==> config.mk <==
export PLATFORM = sky130hd
export DESIGN_NAME = mspin_top
export DESIGN_NICKNAME = d
export VERILOG_FILES = /design/src/hdl/mspin_pkg.sv /design/src/hdl/mspin_top.sv /design/src/hdl/mspin_edge.sv /design/src/hdl/mspin_baud_gen.sv
export SDC_FILE = /design/constraint.sdc
export NUM_CORES = 1
export LEC_CHECK = 0
export BUFFER_PORTS_ARGS = -buffer_cell sky130_fd_sc_hd__buf_2
export CORE_MARGIN = 5
export CORE_UTILIZATION = 30
export DETAILED_ROUTE_END_ITERATION = 12
export GPL_ROUTABILITY_DRIVEN = 0
export PLACE_DENSITY = 0.47
export SLEW_MARGIN = 20
export SYNTH_ARGS = -nofsm -noshare
export SYNTH_HDL_FRONTEND = slang
export SYNTH_HIERARCHICAL = 1
export SYNTH_SLANG_ARGS = --single-unit
==> constraint.sdc <==
create_clock -name clk -period 5.25 [get_ports clk]
set_clock_uncertainty 0.1 [all_clocks]
set_input_delay 0 -clock clk [delete_from_list [all_inputs] [get_ports clk]]
set_output_delay 0 -clock clk [all_outputs]
set_load 0.02 [all_outputs]
==> src/hdl/mspin_pkg.sv <==
// Constants, types and register map of the modem status and multifunction pin
`default_nettype none
package mspin_pkg;

  // Register indices; byte address is four times the index
  localparam int unsigned ADDR_W      = 6;
  localparam int unsigned IDX_LSB     = 2;
  localparam logic [3:0]  IDX_DIV_LO  = 4'h0;
  localparam logic [3:0]  IDX_DIV_HI  = 4'h1;
  localparam logic [3:0]  IDX_IER     = 4'h1;
  localparam logic [3:0]  IDX_AFR     = 4'h2;
  localparam logic [3:0]  IDX_LCR     = 4'h3;
  localparam logic [3:0]  IDX_MCR     = 4'h4;
  localparam logic [3:0]  IDX_MSR     = 4'h6;
  localparam logic [3:0]  IDX_EVT_ST  = 4'h8;
  localparam logic [3:0]  IDX_EVT_MSK = 4'h9;

  // Field positions
  localparam int unsigned IER_MSI_BIT  = 3;
  localparam int unsigned LCR_DLAB_BIT = 7;
  localparam int unsigned MCR_GENERAL_OUTPUT_TWO_BIT = 3;
  localparam int unsigned MCR_LOOP_BIT = 4;
  localparam int unsigned AFR_SEL_LSB  = 1;
  localparam int unsigned AFR_SEL_MSB  = 2;
  localparam int unsigned EVT_CARRIER  = 0;
  localparam int unsigned EVT_RING     = 1;

  // Values after reset
  localparam logic [7:0]  IER_RST = 8'h00;
  localparam logic [7:0]  LCR_RST = 8'h00;
  localparam logic [7:0]  MCR_RST = 8'h00;
  localparam logic [1:0]  AFR_RST = 2'h0;
  localparam logic [1:0]  EVT_RST = 2'h0;
  localparam logic [7:0]  DIV_LO_RST = 8'h01;
  localparam logic [7:0]  DIV_HI_RST = 8'h00;

  // AXI responses
  localparam logic [1:0]  RESP_OKAY   = 2'h0;
  localparam logic [1:0]  RESP_SLVERR = 2'h2;

  // Multifunction pin selection
  typedef enum logic [1:0] {
    MF_GENERAL_OUTPUT_TWO,
    MF_BAUD,
    MF_RECEIVE_DMA_REQUEST,
    MF_SPARE
  } mspin_mf_sel_e;

  // Modem status register layout
  typedef struct packed {
    logic carrier_lvl;
    logic ring_lvl;
    logic dsr_lvl;
    logic cts_lvl;
    logic carrier_chg;
    logic ring_trail;
    logic dsr_chg;
    logic cts_chg;
  } mspin_msr_s;

endpackage : mspin_pkg
`default_nettype wire

==> src/hdl/mspin_top.sv <==
// Modem status inputs, multifunction pin and AXI4-Lite registers
`default_nettype none

module mspin_top (
  // Clock and resets
  input  wire logic        clk,
  input  wire logic        sys_rst,
  input  wire logic        master_reset_in,
  // AXI4-Lite write address
  input  wire logic [5:0]  s_axi_awaddr,
  input  wire logic        s_axi_awvalid,
  output logic             s_axi_awready,
  // AXI4-Lite write data
  input  wire logic [31:0] s_axi_wdata,
  input  wire logic [3:0]  s_axi_wstrb,
  input  wire logic        s_axi_wvalid,
  output logic             s_axi_wready,
  // AXI4-Lite write response
  output logic [1:0]       s_axi_bresp,
  output logic             s_axi_bvalid,
  input  wire logic        s_axi_bready,
  // AXI4-Lite read address
  input  wire logic [5:0]  s_axi_araddr,
  input  wire logic        s_axi_arvalid,
  output logic             s_axi_arready,
  // AXI4-Lite read data
  output logic [31:0]      s_axi_rdata,
  output logic [1:0]       s_axi_rresp,
  output logic             s_axi_rvalid,
  input  wire logic        s_axi_rready,
  // Modem status pins, active low
  input  wire logic        carrier_detect_in_n,
  input  wire logic        ring_indicator_in_n,
  // Receive FIFO DMA request, active low
  input  wire logic        receive_dma_request_n,
  // Pins and receiver clocking
  output logic             multifunc_out,
  output logic             baud_clock_out,
  output logic             rx_sample_tick,
  // Interrupt
  output logic             irq
);

  // Reset used by everything the master reset clears
  logic rst_mr;
  assign rst_mr = sys_rst | master_reset_in;

  // Bus state
  logic        awready_reg;
  logic        awready_next;
  logic        wready_reg;
  logic        wready_next;
  logic        bvalid_reg;
  logic        bvalid_next;
  logic [1:0]  bresp_reg;
  logic [1:0]  bresp_next;
  logic        aw_got_reg;
  logic        aw_got_next;
  logic        w_got_reg;
  logic        w_got_next;
  logic [3:0]  aw_idx_reg;
  logic [3:0]  aw_idx_next;
  logic [7:0]  wbyte_reg;
  logic [7:0]  wbyte_next;
  logic        wlane_reg;
  logic        wlane_next;
  logic        arready_reg;
  logic        arready_next;
  logic        rvalid_reg;
  logic        rvalid_next;
  logic [31:0] rdata_reg;
  logic [31:0] rdata_next;
  logic [1:0]  rresp_reg;
  logic [1:0]  rresp_next;

  // Register state
  logic [7:0]  ier_reg;
  logic [7:0]  ier_next;
  logic [7:0]  lcr_reg;
  logic [7:0]  lcr_next;
  logic [7:0]  mcr_reg;
  logic [7:0]  mcr_next;
  logic [1:0]  afr_sel_reg;
  logic [1:0]  afr_sel_next;
  logic [7:0]  div_lo_reg;
  logic [7:0]  div_lo_next;
  logic [7:0]  div_hi_reg;
  logic [7:0]  div_hi_next;
  logic        carrier_chg_reg;
  logic        carrier_chg_next;
  logic        ring_trail_reg;
  logic        ring_trail_next;
  logic [1:0]  evt_stat_reg;
  logic [1:0]  evt_stat_next;
  logic [1:0]  evt_mask_reg;
  logic [1:0]  evt_mask_next;
  logic        irq_reg;
  logic        irq_next;
  logic        mf_reg;
  logic        mf_next;
  logic        baud_out_reg;
  logic        rx_tick_reg;

  // Decode and helper signals
  logic        wr_fire;
  logic        wr_ok;
  logic        rd_fire;
  logic        rd_ok;
  logic [3:0]  rd_idx;
  logic [7:0]  rd_byte;
  logic        dlab;
  logic        msr_rd;
  logic        wr_en;
  logic [1:0]  evt_set;
  logic [1:0]  evt_w1c;
  logic        general_output_two_pin;
  mspin_pkg::mspin_msr_s msr_view;

  // Modem inputs and baud generator
  logic carrier_lvl;
  logic carrier_chg;
  logic ring_lvl;
  logic ring_trail;
  logic baud_tick;
  logic baud_level;

  mspin_edge u_carrier (
    .clk      (clk),
    .rst      (rst_mr),
    .pin_n    (carrier_detect_in_n),
    .level    (carrier_lvl),
    .changed  (carrier_chg),
    .trailing ()
  );

  mspin_edge u_ring (
    .clk      (clk),
    .rst      (rst_mr),
    .pin_n    (ring_indicator_in_n),
    .level    (ring_lvl),
    .changed  (),
    .trailing (ring_trail)
  );

  mspin_baud_gen u_baud (
    .clk     (clk),
    .rst     (rst_mr),
    .divisor ({div_hi_reg, div_lo_reg}),
    .tick    (baud_tick),
    .level   (baud_level)
  );

  // Address decode and read mux
  always_comb begin
    dlab    = lcr_reg[mspin_pkg::LCR_DLAB_BIT];
    rd_idx  = s_axi_araddr[5:2];
    msr_view = '0;
    msr_view.carrier_lvl = carrier_lvl;
    msr_view.ring_lvl    = ring_lvl;
    msr_view.carrier_chg = carrier_chg_reg;
    msr_view.ring_trail  = ring_trail_reg;
    rd_ok   = 1'b1;
    rd_byte = 8'h00;
    case (rd_idx)
      mspin_pkg::IDX_DIV_LO: begin
        rd_ok   = dlab;
        rd_byte = dlab ? div_lo_reg : 8'h00;
      end
      mspin_pkg::IDX_IER: begin
        rd_byte = dlab ? div_hi_reg : ier_reg;
      end
      mspin_pkg::IDX_AFR: begin
        rd_ok   = dlab;
        rd_byte = dlab ? {5'h00, afr_sel_reg, 1'b0} : 8'h00;
      end
      mspin_pkg::IDX_LCR:     rd_byte = lcr_reg;
      mspin_pkg::IDX_MCR:     rd_byte = mcr_reg;
      mspin_pkg::IDX_MSR:     rd_byte = msr_view;
      mspin_pkg::IDX_EVT_ST:  rd_byte = {6'h00, evt_stat_reg};
      mspin_pkg::IDX_EVT_MSK: rd_byte = {6'h00, evt_mask_reg};
      default:                rd_ok   = 1'b0;
    endcase
    case (aw_idx_reg)
      mspin_pkg::IDX_DIV_LO,
      mspin_pkg::IDX_AFR:     wr_ok = dlab;
      mspin_pkg::IDX_IER,
      mspin_pkg::IDX_LCR,
      mspin_pkg::IDX_MCR,
      mspin_pkg::IDX_MSR,
      mspin_pkg::IDX_EVT_ST,
      mspin_pkg::IDX_EVT_MSK: wr_ok = 1'b1;
      default:                wr_ok = 1'b0;
    endcase
  end

  // AXI4-Lite handshakes
  always_comb begin
    aw_got_next = aw_got_reg;
    aw_idx_next = aw_idx_reg;
    w_got_next  = w_got_reg;
    wbyte_next  = wbyte_reg;
    wlane_next  = wlane_reg;
    bvalid_next = bvalid_reg;
    bresp_next  = bresp_reg;
    rvalid_next = rvalid_reg;
    rdata_next  = rdata_reg;
    rresp_next  = rresp_reg;
    if (s_axi_awvalid && awready_reg) begin
      aw_got_next = 1'b1;
      aw_idx_next = s_axi_awaddr[5:2];
    end
    if (s_axi_wvalid && wready_reg) begin
      w_got_next = 1'b1;
      wbyte_next = s_axi_wdata[7:0];
      wlane_next = s_axi_wstrb[0];
    end
    wr_fire = aw_got_reg && w_got_reg;
    if (wr_fire) begin
      aw_got_next = 1'b0;
      w_got_next  = 1'b0;
      bvalid_next = 1'b1;
      bresp_next  = wr_ok ? mspin_pkg::RESP_OKAY : mspin_pkg::RESP_SLVERR;
    end
    if (bvalid_reg && s_axi_bready) begin
      bvalid_next = 1'b0;
    end
    awready_next = !aw_got_next && !bvalid_next;
    wready_next  = !w_got_next && !bvalid_next;
    rd_fire = s_axi_arvalid && arready_reg;
    if (rd_fire) begin
      rvalid_next = 1'b1;
      rdata_next  = {24'h000000, rd_byte};
      rresp_next  = rd_ok ? mspin_pkg::RESP_OKAY : mspin_pkg::RESP_SLVERR;
    end
    if (rvalid_reg && s_axi_rready) begin
      rvalid_next = 1'b0;
    end
    arready_next = !rvalid_next;
  end

  always_ff @(posedge clk) begin
    if (sys_rst) begin
      awready_reg <= 1'b0;
      wready_reg  <= 1'b0;
      bvalid_reg  <= 1'b0;
      bresp_reg   <= mspin_pkg::RESP_OKAY;
      aw_got_reg  <= 1'b0;
      w_got_reg   <= 1'b0;
      aw_idx_reg  <= 4'h0;
      wbyte_reg   <= 8'h00;
      wlane_reg   <= 1'b0;
      arready_reg <= 1'b0;
      rvalid_reg  <= 1'b0;
      rdata_reg   <= 32'h00000000;
      rresp_reg   <= mspin_pkg::RESP_OKAY;
    end else begin
      awready_reg <= awready_next;
      wready_reg  <= wready_next;
      bvalid_reg  <= bvalid_next;
      bresp_reg   <= bresp_next;
      aw_got_reg  <= aw_got_next;
      w_got_reg   <= w_got_next;
      aw_idx_reg  <= aw_idx_next;
      wbyte_reg   <= wbyte_next;
      wlane_reg   <= wlane_next;
      arready_reg <= arready_next;
      rvalid_reg  <= rvalid_next;
      rdata_reg   <= rdata_next;
      rresp_reg   <= rresp_next;
    end
  end

  // Register updates, status flags and pin selection
  always_comb begin
    wr_en  = wr_fire && wr_ok && wlane_reg;
    msr_rd = rd_fire && rd_ok && (rd_idx == mspin_pkg::IDX_MSR);
    ier_next      = ier_reg;
    lcr_next      = lcr_reg;
    mcr_next      = mcr_reg;
    afr_sel_next  = afr_sel_reg;
    div_lo_next   = div_lo_reg;
    div_hi_next   = div_hi_reg;
    evt_mask_next = evt_mask_reg;
    evt_w1c       = 2'h0;
    if (wr_en) begin
      case (aw_idx_reg)
        mspin_pkg::IDX_DIV_LO: div_lo_next = wbyte_reg;
        mspin_pkg::IDX_IER: begin
          if (dlab) begin
            div_hi_next = wbyte_reg;
          end else begin
            ier_next = wbyte_reg;
          end
        end
        mspin_pkg::IDX_AFR: begin
          afr_sel_next = wbyte_reg[mspin_pkg::AFR_SEL_MSB:
                                   mspin_pkg::AFR_SEL_LSB];
        end
        mspin_pkg::IDX_LCR:     lcr_next = wbyte_reg;
        mspin_pkg::IDX_MCR:     mcr_next = wbyte_reg;
        mspin_pkg::IDX_EVT_ST:  evt_w1c = wbyte_reg[1:0];
        mspin_pkg::IDX_EVT_MSK: evt_mask_next = wbyte_reg[1:0];
        default:                evt_w1c = 2'h0;
      endcase
    end
    // New events win over a clearing read or write
    carrier_chg_next = (carrier_chg_reg & ~msr_rd) | carrier_chg;
    ring_trail_next  = (ring_trail_reg & ~msr_rd) | ring_trail;
    evt_set = 2'h0;
    evt_set[mspin_pkg::EVT_CARRIER] = carrier_chg;
    evt_set[mspin_pkg::EVT_RING]    = ring_trail;
    evt_stat_next = (evt_stat_reg & ~evt_w1c & ~{2{msr_rd}}) | evt_set;
    irq_next = ier_reg[mspin_pkg::IER_MSI_BIT] &
               (|(evt_stat_next & evt_mask_next));
    // Pin is active low and idles high in loopback
    general_output_two_pin = ~(mcr_reg[mspin_pkg::MCR_GENERAL_OUTPUT_TWO_BIT] &
                 ~mcr_reg[mspin_pkg::MCR_LOOP_BIT]);
    case (mspin_pkg::mspin_mf_sel_e'(afr_sel_reg))
      mspin_pkg::MF_GENERAL_OUTPUT_TWO:  mf_next = general_output_two_pin;
      mspin_pkg::MF_BAUD:  mf_next = baud_level;
      mspin_pkg::MF_RECEIVE_DMA_REQUEST: mf_next = receive_dma_request_n;
      default:             mf_next = general_output_two_pin;
    endcase
  end

  // Registers cleared by master reset; divisor only by system reset
  always_ff @(posedge clk) begin
    if (rst_mr) begin
      ier_reg         <= mspin_pkg::IER_RST;
      lcr_reg         <= mspin_pkg::LCR_RST;
      mcr_reg         <= mspin_pkg::MCR_RST;
      afr_sel_reg     <= mspin_pkg::AFR_RST;
      carrier_chg_reg <= 1'b0;
      ring_trail_reg  <= 1'b0;
      evt_stat_reg    <= mspin_pkg::EVT_RST;
      evt_mask_reg    <= mspin_pkg::EVT_RST;
      irq_reg         <= 1'b0;
      mf_reg          <= 1'b1;
      baud_out_reg    <= 1'b0;
      rx_tick_reg     <= 1'b0;
    end else begin
      ier_reg         <= ier_next;
      lcr_reg         <= lcr_next;
      mcr_reg         <= mcr_next;
      afr_sel_reg     <= afr_sel_next;
      carrier_chg_reg <= carrier_chg_next;
      ring_trail_reg  <= ring_trail_next;
      evt_stat_reg    <= evt_stat_next;
      evt_mask_reg    <= evt_mask_next;
      irq_reg         <= irq_next;
      mf_reg          <= mf_next;
      baud_out_reg    <= baud_level;
      // Receiver tick taken from baud only, never from carrier
      rx_tick_reg     <= baud_tick;
    end
  end

  always_ff @(posedge clk) begin
    if (sys_rst) begin
      div_lo_reg <= mspin_pkg::DIV_LO_RST;
      div_hi_reg <= mspin_pkg::DIV_HI_RST;
    end else begin
      div_lo_reg <= div_lo_next;
      div_hi_reg <= div_hi_next;
    end
  end

  // Outputs
  assign s_axi_awready  = awready_reg;
  assign s_axi_wready   = wready_reg;
  assign s_axi_bvalid   = bvalid_reg;
  assign s_axi_bresp    = bresp_reg;
  assign s_axi_arready  = arready_reg;
  assign s_axi_rvalid   = rvalid_reg;
  assign s_axi_rdata    = rdata_reg;
  assign s_axi_rresp    = rresp_reg;
  assign multifunc_out  = mf_reg;
  assign baud_clock_out = baud_out_reg;
  assign rx_sample_tick = rx_tick_reg;
  assign irq            = irq_reg;

endmodule : mspin_top
`default_nettype wire

==> src/hdl/mspin_edge.sv <==
// Complemented level and change detection for one modem status input
`default_nettype none
module mspin_edge (
  // Clock and reset
  input  wire logic clk,
  input  wire logic rst,
  // Pin, active low
  input  wire logic pin_n,
  // Status
  output logic      level,
  output logic      changed,
  output logic      trailing
);

  logic level_reg;
  logic level_next;
  logic chg_reg;
  logic chg_next;
  logic trail_reg;
  logic trail_next;

  always_comb begin
    level_next = ~pin_n;
    chg_next   = level_next != level_reg;
    trail_next = level_reg & ~level_next;
  end

  always_ff @(posedge clk) begin
    if (rst) begin
      level_reg <= 1'b0;
      chg_reg   <= 1'b0;
      trail_reg <= 1'b0;
    end else begin
      level_reg <= level_next;
      chg_reg   <= chg_next;
      trail_reg <= trail_next;
    end
  end

  assign level    = level_reg;
  assign changed  = chg_reg;
  assign trailing = trail_reg;

endmodule : mspin_edge
`default_nettype wire

==> src/hdl/mspin_baud_gen.sv <==
// Divisor counter making the 16x baud clock level and sample tick
`default_nettype none
module mspin_baud_gen (
  // Clock and reset
  input  wire logic        clk,
  input  wire logic        rst,
  // Divisor
  input  wire logic [15:0] divisor,
  // Outputs
  output logic             tick,
  output logic             level
);

  logic [15:0] cnt_reg;
  logic [15:0] cnt_next;
  logic        tick_reg;
  logic        tick_next;
  logic        level_reg;
  logic        level_next;

  always_comb begin
    if (cnt_reg == 16'h0000) begin
      cnt_next = divisor - 16'h0001;
    end else begin
      cnt_next = cnt_reg - 16'h0001;
    end
    tick_next  = cnt_reg == 16'h0000;
    level_next = cnt_next >= {1'b0, divisor[15:1]};
  end

  always_ff @(posedge clk) begin
    if (rst) begin
      cnt_reg   <= 16'h0000;
      tick_reg  <= 1'b0;
      level_reg <= 1'b0;
    end else begin
      cnt_reg   <= cnt_next;
      tick_reg  <= tick_next;
      level_reg <= level_next;
    end
  end

  assign tick  = tick_reg;
  assign level = level_reg;

endmodule : mspin_baud_gen
`default_nettype wire

# Yosys cells after proc, flatten, opt, wreduce, memory -nomap -nowiden
# Cells that the tools add are included.
# op_classes
add_sub_neg	2
order_cmp	1
eq_ne	17
mux	22
n_bitwise	20
reduce_logical	30
# op_table
cell	n
8-bit one-hot mux with 8 select lines	1
16-bit by 1-bit subtractor with 16-bit output, second input constant	2
4-bit by 2-bit == test with 1-bit output, second input constant	4
4-bit by 3-bit == test with 1-bit output, second input constant	4
4-bit == test, second input constant	4
16-bit by 15-bit greater-or-equal comparator with 1-bit output	1
16-bit zero test	1
16-bit 2-to-1 mux	1
8-bit 2-to-1 mux	2
1-bit logical AND	12
2-bit 2-to-1 mux	6
6-bit OR reduction	2
4-bit by 1-bit == test with 1-bit output, second input constant	2
4-bit zero test	2
1-bit 2-to-1 mux	8
2-bit AND reduction	4
2-bit AND	3
1-bit NOT	6
1-bit one-hot mux with 2 select lines	3
3-bit AND reduction	2
2-bit OR reduction	3
1-bit AND	5
1-bit zero test	4
2-bit NOT	2
6 further kinds	8
# word_totals
register_bits	106
in_bits	59
output_inout_bits	45

# Longest topological paths before layout
# depth
depth_word	13
mapped_depth	20
depth_no_buf	18

# By module
# Netlist, hierarchy kept.
# modules_own_cells
module	instances	cells_each	area_per_inst_um2
mspin_top	1	420	3900.0
mspin_baud_gen	1	199	1555.2
mspin_edge	2	7	86.3

# Least setup slack after synthesis
# OpenSTA, ideal clock, no wires.
# synth_timing
path_type	register to register
from	reg u_baud.cnt_reg[7]
to	reg u_baud.level_reg, in the netlist u_baud/level
setup_ns	0.106
t_arrival_ns	3.668
slack_ns	1.376
stages_incl_launch_ff	21
cell_sequence	dfxtp_1 or3_1 nor2_1 and2_1 buf_6 buf_8 a21oi_1 ha_1 or3b_1 or2_1 a211oi_2 nand2_1 or4_1 nand3_1 ha_1 a21oi_1 nor2b_1 o21ai_0 a21oi_1 a211oi_1 o311ai_0
# synth_via
elab_chain_cells	3
word_cells_on_any_way	4
# synth_rtl
item	line_no	text
from (decl)	mspin_baud_gen.sv:14	logic [15:0] cnt_reg;
from (signal assigned)	mspin_baud_gen.sv:37	cnt_reg <= cnt_next;
16-bit zero test	mspin_baud_gen.sv:22	if (cnt_reg == 16'h0000) begin
16-bit 2-to-1 mux	mspin_baud_gen.sv:22	
via u_baud.cnt_next[0]	mspin_baud_gen.sv:15	logic [15:0] cnt_next;
16-bit by 15-bit greater-or-equal comparator with 1-bit output	mspin_baud_gen.sv:28	level_next = cnt_next >= {1'b0, divisor[15:1]};
to (signal assigned)	mspin_baud_gen.sv:39	level_reg <= level_next;
to (decl)	mspin_baud_gen.sv:18	logic level_reg;
# The timed path passes the listed nets, and every way through them passes these cells.
# A chain may end at the register's enable or synchronous reset.

# Worst setup path in the final report
# Same ends and word-level chain as after synthesis.

==> impl_metrics.py <==
metrics = {
    "timing": {
        "rsz0062_at_grt": "no",
        "hold_viol": 0,
        "finalSetupTns_ps": 0,
        "setup_viol": 0,
        "fmax_mhz": 233,
        "maxSlewViolCount": 0,
        "worst_pin_slew_ps": 986,
        "max_slew_margin_pct": 34.2,
        "worst_slack_ps": 967,
        "fin_crit_sh_pct": 81.6,
        "fin_crit_ps": 4280,
    },
    "worst_setup_path": {
        "path_class": "reg2reg",
        "startpoint_type": "register",
        "arrival_ps": 4390,
        "ff2ff_path_depth": 18,
        "crit_fanout": 6,
        "reg2reg_from": "u_baud/cnt_reg[7]",
        "r2r_setup_slack_ps": 970,
        "cp-end-kind": "register",
        "worstReg2RegEnd": "u_baud/level",
        "required_ps": 5360,
    },
    "hold_path": {
        "min_to": "wlane_reg",
        "hold_path_class": "in2reg",
        "hold_path.startpoint": "s_axi_wvalid",
        "worstHoldPathCells": 4,
    },
    "power": {
        "power_density_nw_per_um2": 451,
        "vdd_drop_max_mv": 0.251,
        "p_leak_nw": 2.64,
    },
    "global_route": {
        "antenna_found_initial": 0,
        "grt_max_degree": 47,
        "grt_pass1_vias": 4469,
        "grt_usage_pct": 13.8,
        "grt_overflow": 0,
        "grt_first_pass_wirelength_um": 23900,
    },
    "placement": {
        "portBuffers": 46,
        "dp_hpwl_um": 10800,
        "post-place-ws_ps": 993,
    },
    "clock_network": {
        "cts_max_path_buffers": 2,
        "clk_pin_slew_ps": 70,
        "cts_max_level": 3,
        "clkSinkCount": 104,
        "cts-root-buf": "clkbuf_16",
        "numCtsBuffers": 9,
        "clk_latency_ps": 360,
        "cts_tree": "yes",
        "cts_resized": 0,
    },
    "layout": {
        "mostFrequentLayoutCells": "dfxtp_1 (104), nor2_1 (75), mux2i_1 (49), buf_2 (46), a21oi_1 (45)",
        "fillers": 1874,
        "area_growth_pct": 15.7,
        "fin_nets": 763,
        "drive_gt1_share_pct": 12.6,
        "insertedDiodeCount": 0,
        "largest_register_ffs": 16,
        "final_common_cell": "dfxtp_1",
    },
    "floorplanning": {
        "io_pins": 104,
        "initial_core_util_pct": 30.7,
        "die-area_um2": 21400,
        "rows": 49,
        "coreArea_um2": 18100,
        "dieWidth_um": 146,
        "die_h_um": 146,
    },
    "routing": {
        "first_pass_iters": 5,
        "drc": 0,
        "dr.first_iter.drc_count": 347,
        "ant_nets": 0,
        "routedWlPerCell_um": 16.3,
        "viasPerCell": 5.03,
        "vias": 4614,
        "postRouteWirelength_um": 15000,
    },
    "synth": {
        "synth_area_per_cell_um2": 8.87,
        "yosysWarningCount": 6,
        "syn_inst": 629,
        "syn-cell-area_um2": 5580,
    },
    "outcome": {
        "status": "finished, final reports clean",
    },
    "run": {
        "cap_violations": 0,
    },
}
-- worst max-delay path, stage by stage, from the launching register on --
cell,delay [ps]
dfxtp_1,400
or3_1,250
nor2_1,110
and2_1,210
a21oi_1,200
ha_1,210
or3b_1,370
or2_1,250
a211oi_2,280
nand2_1,150
or4_1,510
nand3_1,110
ha_1,140
a21oi_1,60
nor2b_1,100
o21ai_0,70
a21oi_1,130
a211oi_1,70
o311ai_0,400
-- worst max path at each step --
| stage | endpoint | start | slack [ps] |
|---|---|---|---|
| 2_1_floorplan | u_baud/level | u_baud/cnt_reg[7] | 1380 |
| 3_3_place_gp | u_baud/level | u_baud/cnt_reg[0] | 1050 |
| 3_5_place_dp | u_baud/level | u_baud/cnt_reg[0] | 990 |
| 4_1_cts | u_baud/level | u_baud/cnt_reg[0] | 960 |
| 5_1_grt | u_baud/level | u_baud/cnt_reg[7] | 540 |
| 6_report | u_baud/level | u_baud/cnt_reg[7] | 970 |
-- cell type report --
type / instances / area, um^2 / area share, %
clock buffers: 10 / 229 / 3.55
well taps: 229 / 287 / 4.44
flip-flops and latches: 104 / 2080 / 32.3
clock inverters: 6 / 92.6 / 1.43
multi-input cells: 466 / 3130 / 48.5
repair buffers: 77 / 536 / 8.30
inverters: 26 / 97.6 / 1.51
-- where the power goes --
part	internal, mW	leakage (nW)	switching, mW	total (mW)
Combinational	0.524	1.65	0.749	1.27
Clock	0.421	0.149	0.310	0.731
Sequential	0.843	0.843	0.0652	0.909
-- layer usage --
layer  vias up  wire (um)  track usage, %
li1       2305          -               -
met1      2172       7450            19.2
met2       120       6620            21.4
met3        17        683            2.94
met4         0        209            4.56
met5         -          0               0
-- metrics by stage --
step                      total power [mW]  utilization, %  cells  hold slack, ps  area (um^2)
after floorplan                       1.93               -    654           -27.6         5670
after CTS                             2.93            35.6    918            38.1         6450
after global routing                  3.13            35.6    918             114         6450
after detailed placement              2.17            32.2    873            88.7         5840
final                                 2.91            35.6    918            41.5         6450
after global placement                2.15            32.2    873            76.1         5840
-- what timing repair did --
action,4_1_cts,5_1_grt
setup buffers,0,0
hold endpoints to repair,29,0
hold buffers,29,0
Power figures use the tool's default switching activity.
